==> config.mk <==
export PLATFORM = sky130hd
export DESIGN_NAME = atd_core
export DESIGN_NICKNAME = d
export VERILOG_FILES = /design/src/hw/atd_pkg.sv /design/src/hw/atd_core.sv
export VERILOG_INCLUDE_DIRS = /design/src /design/src/hw
export SDC_FILE = /design/constraint.sdc
export NUM_CORES = 1
export LEC_CHECK = 0
export CORE_AREA = 4 4 41 43
export CTS_CLUSTER_SIZE = 25
export DETAILED_ROUTE_END_ITERATION = 12
export DIE_AREA = 0 0 45 47
export DONT_BUFFER_PORTS = 1
export PLACE_DENSITY = 0.68
export SLEW_MARGIN = 40
export SYNTH_ARGS = -nofsm -noshare
export SYNTH_HDL_FRONTEND = slang
export SYNTH_SLANG_ARGS = --single-unit
==> constraint.sdc <==
create_clock -name i_clk_sys -period 2.15 [get_ports i_clk_sys]
set_input_delay 0 -clock i_clk_sys [delete_from_list [all_inputs] [get_ports i_clk_sys]]
set_output_delay 0 -clock i_clk_sys [all_outputs]
set_load 0.05 [all_outputs]
==> src/hw/atd_defines.svh <==
// How it works
// - Opcode 0001010010 copies all four bits of register X into the accumulator, X unchanged.
// - Opcode 0000011111 loads the accumulator with the value held in register Y.
// - Opcode 0001010011 puts Z into accumulator bits 1..0 and zero into bits 3..2.
// - Opcode 0000001110 writes the accumulator into register B, accumulator unchanged.
`ifndef ATD_DEFINES_SVH
`define ATD_DEFINES_SVH

`define ATD_OPC_W 10
`define ATD_DATA_W 4
`define ATD_Z_W 2

`define ATD_OPC_X_TO_ACC 10'h052
`define ATD_OPC_Y_TO_ACC 10'h01f
`define ATD_OPC_Z_TO_ACC 10'h053
`define ATD_OPC_ACC_TO_B 10'h00e

`define ATD_INSTR_WORDS 2'h1
`define ATD_INSTR_CYCLES 2'h1

`define ATD_RST_DATA 4'h0
`define ATD_ACC_HIGH_ZERO 2'h0

`endif

==> src/hw/atd_pkg.sv <==
`include "atd_defines.svh"

package atd_pkg;

  // Decoded transfer kind; the usual decode path steps through Gray neighbours.
  typedef enum logic [2:0]
  {
    ATD_OP_NONE = 3'h0,
    ATD_OP_X_TO_ACC = 3'h1,
    ATD_OP_Y_TO_ACC = 3'h3,
    ATD_OP_Z_TO_ACC = 3'h2,
    ATD_OP_ACC_TO_B = 3'h6
  } atd_op_e;

  typedef struct packed
  {
    logic [`ATD_DATA_W-1:0] x;
    logic [`ATD_DATA_W-1:0] y;
    logic [`ATD_Z_W-1:0] z;
    logic [`ATD_DATA_W-1:0] acc;
  } atd_regs_s;

  typedef struct packed
  {
    logic acc_we;
    logic [`ATD_DATA_W-1:0] acc_data;
    logic b_we;
    logic [`ATD_DATA_W-1:0] b_data;
    logic carry_we;
    logic skip;
  } atd_wr_s;

  typedef struct packed
  {
    atd_op_e op;
    atd_wr_s wr;
    logic done;
    logic [1:0] pc_inc;
  } atd_state_s;

endpackage

==> src/hw/atd_core.sv <==
`timescale 1ns/10ps
`include "atd_defines.svh"

module atd_core
(
  input wire logic i_clk_sys,
  input wire logic i_rst_n,
  input wire logic i_valid,
  input wire logic [`ATD_OPC_W-1:0] i_opcode,
  input wire atd_pkg::atd_regs_s i_regs,
  output atd_pkg::atd_wr_s o_wr,
  output atd_pkg::atd_op_e o_op,
  output logic o_done,
  output logic [1:0] o_pc_inc
);
  import atd_pkg::*;

  ////////////////////////////////////////////////////////////////////////////////

  // Shared by the next-state logic and the checks so both agree on the opcode map.
  function automatic atd_op_e atd_decode(input logic [`ATD_OPC_W-1:0] opc);
    atd_op_e op;
    op = ATD_OP_NONE;
    unique case (opc)
      `ATD_OPC_X_TO_ACC: op = ATD_OP_X_TO_ACC;
      `ATD_OPC_Y_TO_ACC: op = ATD_OP_Y_TO_ACC;
      `ATD_OPC_Z_TO_ACC: op = ATD_OP_Z_TO_ACC;
      `ATD_OPC_ACC_TO_B: op = ATD_OP_ACC_TO_B;
      default: op = ATD_OP_NONE;
    endcase
    return op;
  endfunction

  ////////////////////////////////////////////////////////////////////////////////

  atd_state_s state_q;
  atd_state_s state_d;
  atd_op_e op_now;
  // One decoded-transfer flag, shared by the completion logic and the checks.
  logic issue_now;

  assign op_now = i_valid ? atd_decode(i_opcode) : ATD_OP_NONE;
  assign issue_now = (op_now != ATD_OP_NONE);

  always_comb
  begin
    state_d = '0;
    state_d.op = op_now;
    state_d.wr.acc_data = `ATD_RST_DATA;
    state_d.wr.b_data = `ATD_RST_DATA;
    // Transfers never touch the carry flag and never request a skip.
    state_d.wr.carry_we = 1'b0;
    state_d.wr.skip = 1'b0;
    unique case (op_now)
      ATD_OP_X_TO_ACC:
      begin
        state_d.wr.acc_we = 1'b1;
        state_d.wr.acc_data = i_regs.x;
      end
      ATD_OP_Y_TO_ACC:
      begin
        state_d.wr.acc_we = 1'b1;
        state_d.wr.acc_data = i_regs.y;
      end
      ATD_OP_Z_TO_ACC:
      begin
        state_d.wr.acc_we = 1'b1;
        state_d.wr.acc_data = {`ATD_ACC_HIGH_ZERO, i_regs.z};
      end
      ATD_OP_ACC_TO_B:
      begin
        // The accumulator write enable stays low so A keeps its value.
        state_d.wr.b_we = 1'b1;
        state_d.wr.b_data = i_regs.acc;
      end
      ATD_OP_NONE:
      begin
        state_d.op = ATD_OP_NONE;
      end
    endcase
    // Completion is signalled in the very next cycle, one word consumed.
    if (issue_now)
    begin
      state_d.done = 1'b1;
      state_d.pc_inc = `ATD_INSTR_WORDS;
    end
  end

  always_ff @(posedge i_clk_sys)
  begin
    if (!i_rst_n)
    begin
      state_q <= '0;
    end
    else
    begin
      state_q <= state_d;
    end
  end

  assign o_wr = state_q.wr;
  assign o_op = state_q.op;
  assign o_done = state_q.done;
  assign o_pc_inc = state_q.pc_inc;

  // The upper accumulator bits have no source on a Z transfer, so each is checked alone.
  for (genvar g = `ATD_Z_W; g < `ATD_DATA_W; g++)
  begin : g_z_high

  end
endmodule

# Yosys cells after proc, flatten, opt, wreduce, memory -nomap -nowiden
# Cells that the tools add are included.
[totals] register_bits=18 out_inout_bits=18 wordCells=27 input_bits=27
[op_classes] muxes=5 eq_ne=8 reduce_logical=4 n_bitwise=1
[ops] cell="10-bit by 7-bit == test with 1-bit output (second input constant)" count=2
[ops] cell="5-bit case mux with 3 select lines" count=1
[ops] cell="3-bit case mux with 4 select lines" count=1
[ops] cell="10-bit by 4-bit == test with 1-bit output (second input constant)" count=1
[ops] cell="10-bit by 5-bit == test with 1-bit output (second input constant)" count=1
[ops] cell="3-bit by 2-bit == test with 1-bit output (second input constant)" count=2
[ops] cell="3-bit two-way mux" count=2
[ops] cell="5-bit two-way mux" count=1
[ops] cell="3-bit by 1-bit == test with 1-bit output (second input constant)" count=1
[ops] cell="3-bit == test (second input constant)" count=1
[ops] cell="3-bit logical NOT" count=1
[ops] cell="3-bit nonzero test" count=1
[ops] cell="2-bit AND reduction" count=1
[ops] cell="2-bit OR reduction" count=1
[ops] cell="1-bit NOT" count=1

# Longest topological paths before layout
[logic_depth] depth_word=5 mapped_depth=4 mapped_depth_nobuf=3

# Worst setup path before layout
# Ideal clock, no wire load.
[synth_timing] kind="register to output" start="register state_q, in the netlist o_pc_inc[0]" end="output o_pc_inc[0]" arrival_time_ns=0.894 path_slack_ns=1.256 n_path_buf=1 path_stages_with_launch=2 required_time_ns=2.150 path_cell_list="dfxtp_1 -> buf_4"
[synth_lines] item="start, declared" line_no="atd_core.sv:36" rtl="atd_state_s state_q;"
[synth_lines] item="start signal, assigned" line_no="atd_core.sv:97" rtl="state_q <= state_d;"
[synth_lines] item="end, declared" line_no="atd_core.sv:14" rtl="output logic [1:0] o_pc_inc"
# No word-level cell between the ends.

# Worst setup path after layout
[layout_timing] start="input i_opcode[4]" end="register state_q, in the netlist o_op[1]"
[layout_via] elab_chain_len=5 word_cells_on_any_way=8 classes_between="eq/ne (4); mux (2); reduce/logical (2)"
[layout_lines] item="start, declared" line_no="atd_core.sv:9" rtl="input wire logic [`ATD_OPC_W-1:0] i_opcode,"
[layout_lines] item="10-bit by 4-bit == test with 1-bit output, or another cell as far along" line_no="atd_core.sv:24" rtl="unique case (opc)"
[layout_lines] item="3-bit case mux with 4 select lines (*)" line_no="atd_core.sv:24"
[layout_lines] item="3-bit two-way mux (*)" line_no="atd_core.sv:42" rtl="assign op_now = i_valid ? atd_decode(i_opcode) : ATD_OP_NONE;"
[layout_lines] item="3-bit logical NOT" line_no="atd_core.sv:54" rtl="unique case (op_now)"
[layout_lines] item="2-bit OR reduction (no line)"
# Mark *: on every way between the ends. The rest lies on a longest branch, timed or not.
# A chain may end at the register's enable or synchronous reset.

==> run summary <==
status = finished clean
area of the mapped netlist = 619 sq um
largest net degree at the start of global routing = 15
drt drc = 0
Pre-antenna DRT Iters = 2
clock buffer count from CTS = 3
max-slew violation count = 0
CTS Buffer Depth = 2
final wirelength = 1330 um
RD Place Congestion = 0.722
hold_ws = 0.0195 ns
CP max FO = 3
FF+latch count, synth = 14
Critical Path RT = 2.37 ns
Top Ports = 45
Worst setup EP type = flip-flop
vias in the first global route = 477
Chip Width = 45 um
final setup violation count = 0
period utilization = 0.812
synthesized area per cell = 10.7 sq um
die area = 0.00212 sq mm
post-route minimum period = 1.75 ns
post-route cell area = 837 sq um
Startpoint Class = input pin
sequential fraction of the synthesis area = 0.453
HP Class = in -> reg
Synth top area share = 0.453
starting density of the core = 0.476
most common cell after layout, fill and taps aside = dlygate4sd3_1
Port Buffers = 0
RSZ-0062 raised after global routing = false
CTS tree = built
Crit Path Category = in -> reg
DRT iter0 DRCs = 6
fmax = 573 MHz
Max Cap Viol = 0
placed cell areas = 594 sq um
commonest non-fill, non-tap cells in the layout = dlygate4sd3_1, dfxtp_1, nor2_1
DR vias = 489
HPWL after DPL = 959 um
ANT cells = 0
layout cell share with drive strength beyond 1 = 0.177
Final Hold Vio Count = 0
CTS root buf = clkbuf_4
antenna violations before repair = 0
Cells after Synth = 58
final global-route overflow total = 0
Setup Buffers After CTS = 0
Placeable Area = 0.00130 sq mm
Layout area overhead = 35.2%
TritonCTS Sinks = 14
fin nets = 108
Synth Warn # = 0
static leakage = 0.322 nW
Final ANT Viol Nets = 0
critical path arrival = 1.96 ns
first-pass GRT wire length = 1970 um
Setup Total Neg Slack = 0 ns
Die Span Y = 47 um
vias per cell = 5.20
Worst-path clk slew = 0.08 ns
FP Rows = 13
H-tree depth = 1
post-synth cell types = 21
Power Density = 536 mW/mm^2
area leader, netlist = dfxtp_1
gr usage total = 0.134
Area contributors post-synth = dfxtp_1, nor4b_4, nor3_2, buf_4, nand4b_4
drt wl/cell = 14.2 um
VDD IR max = 0.000312 V
## flip-flops by register name (all words and copies together), names as in the netlist
name and flops:
o_op 3, o_pc_inc 1, o_wr 10
## cells by family after synthesis
| family | Yosys count | share of synthesized area |
|---|---|---|
| DFF | 14 | 0.453 |
| and+or+nand+nor | 24 | 0.329 |
| buffers and inverters | 10 | 0.109 |
| other | 1 | 0.00605 |
| AOI/OAI and AO/OA | 9 | 0.103 |
## where the power goes
part | leakage [nW] | internal (mW) | switching, mW
logic | 0.195 | 0.0244 | 0.0244
registers | 0.113 | 0.259 | 0.000447
clock network | 0.0138 | 0.0648 | 0.0757
total | 0.322 | 0.348 | 0.101
## cell usage after synthesis (all sizes together)
master,count
dfxtp,14
and4b,1
nand3,4
a311oi,2
nor4b,2
conb,1
inv,4
nor3,6
nor3b,1
o21ai,2
nand2,3
a22oi,2
o211ai,1
and3b,1
nor2,5
a21oi,2
buf,6
nand4b,1
## cell type report
cell class,instances,area [sq um]
clock buffer,3,22.5
fill,112,464
inverter,4,15.0
multi-input combinational,36,279
sequential,14,282
tap,15,18.8
timing repair buffer,22,220
## metrics by stage
| stage | utilization | worst slack [ns] | std cells | total power, mW |
|---|---|---|---|---|
| 2_1_floorplan | - | 1.26 | 60 | 0.302 |
| 4_1_cts | 0.643 | 0.458 | 94 | 0.454 |
| 3_3_place_gp | 0.456 | 1.21 | 69 | 0.295 |
| 6_report | 0.643 | 0.403 | 94 | 0.449 |
| 5_1_grt | 0.643 | 0.349 | 94 | 0.464 |
| 3_5_place_dp | 0.457 | 1.14 | 69 | 0.296 |
## critical path, stage by stage
cell and delay (ns):
dlygate4sd3_1 0.58, o211ai_1 0.09, dlygate4sd3_1 0.57, a21oi_1 0.15
dlygate4sd3_1 0.57
## final timing paths
check / start / to / cells past startpoint
worst max-delay path: i_opcode[4] / o_op[1]$_SDFF_PP0_ / 5
worst min-delay path: i_rst_n / o_pc_inc[0]$_SDFF_PN0_ / 2
## timing repair
| action | CTS | global route |
|---|---|---|
| setup endpoints to repair | 0 | 0 |
| hold buffers | 22 | 0 |
| hold endpoints to repair | 12 | 0 |
| gates resized for setup | 0 | 0 |
## metal layers
| layer | share of wire | global-route usage | wire, um |
|---|---|---|---|
| met1 | 0.38 | 0.145 | 505 |
| met2 | 0.49 | 0.201 | 659 |
| met3 | 0.11 | 0.0536 | 148 |
| met4 | 0.014 | 0.123 | 19 |
| met5 | 0 | 0 | 0 |
(Power assumes the default switching activity.)
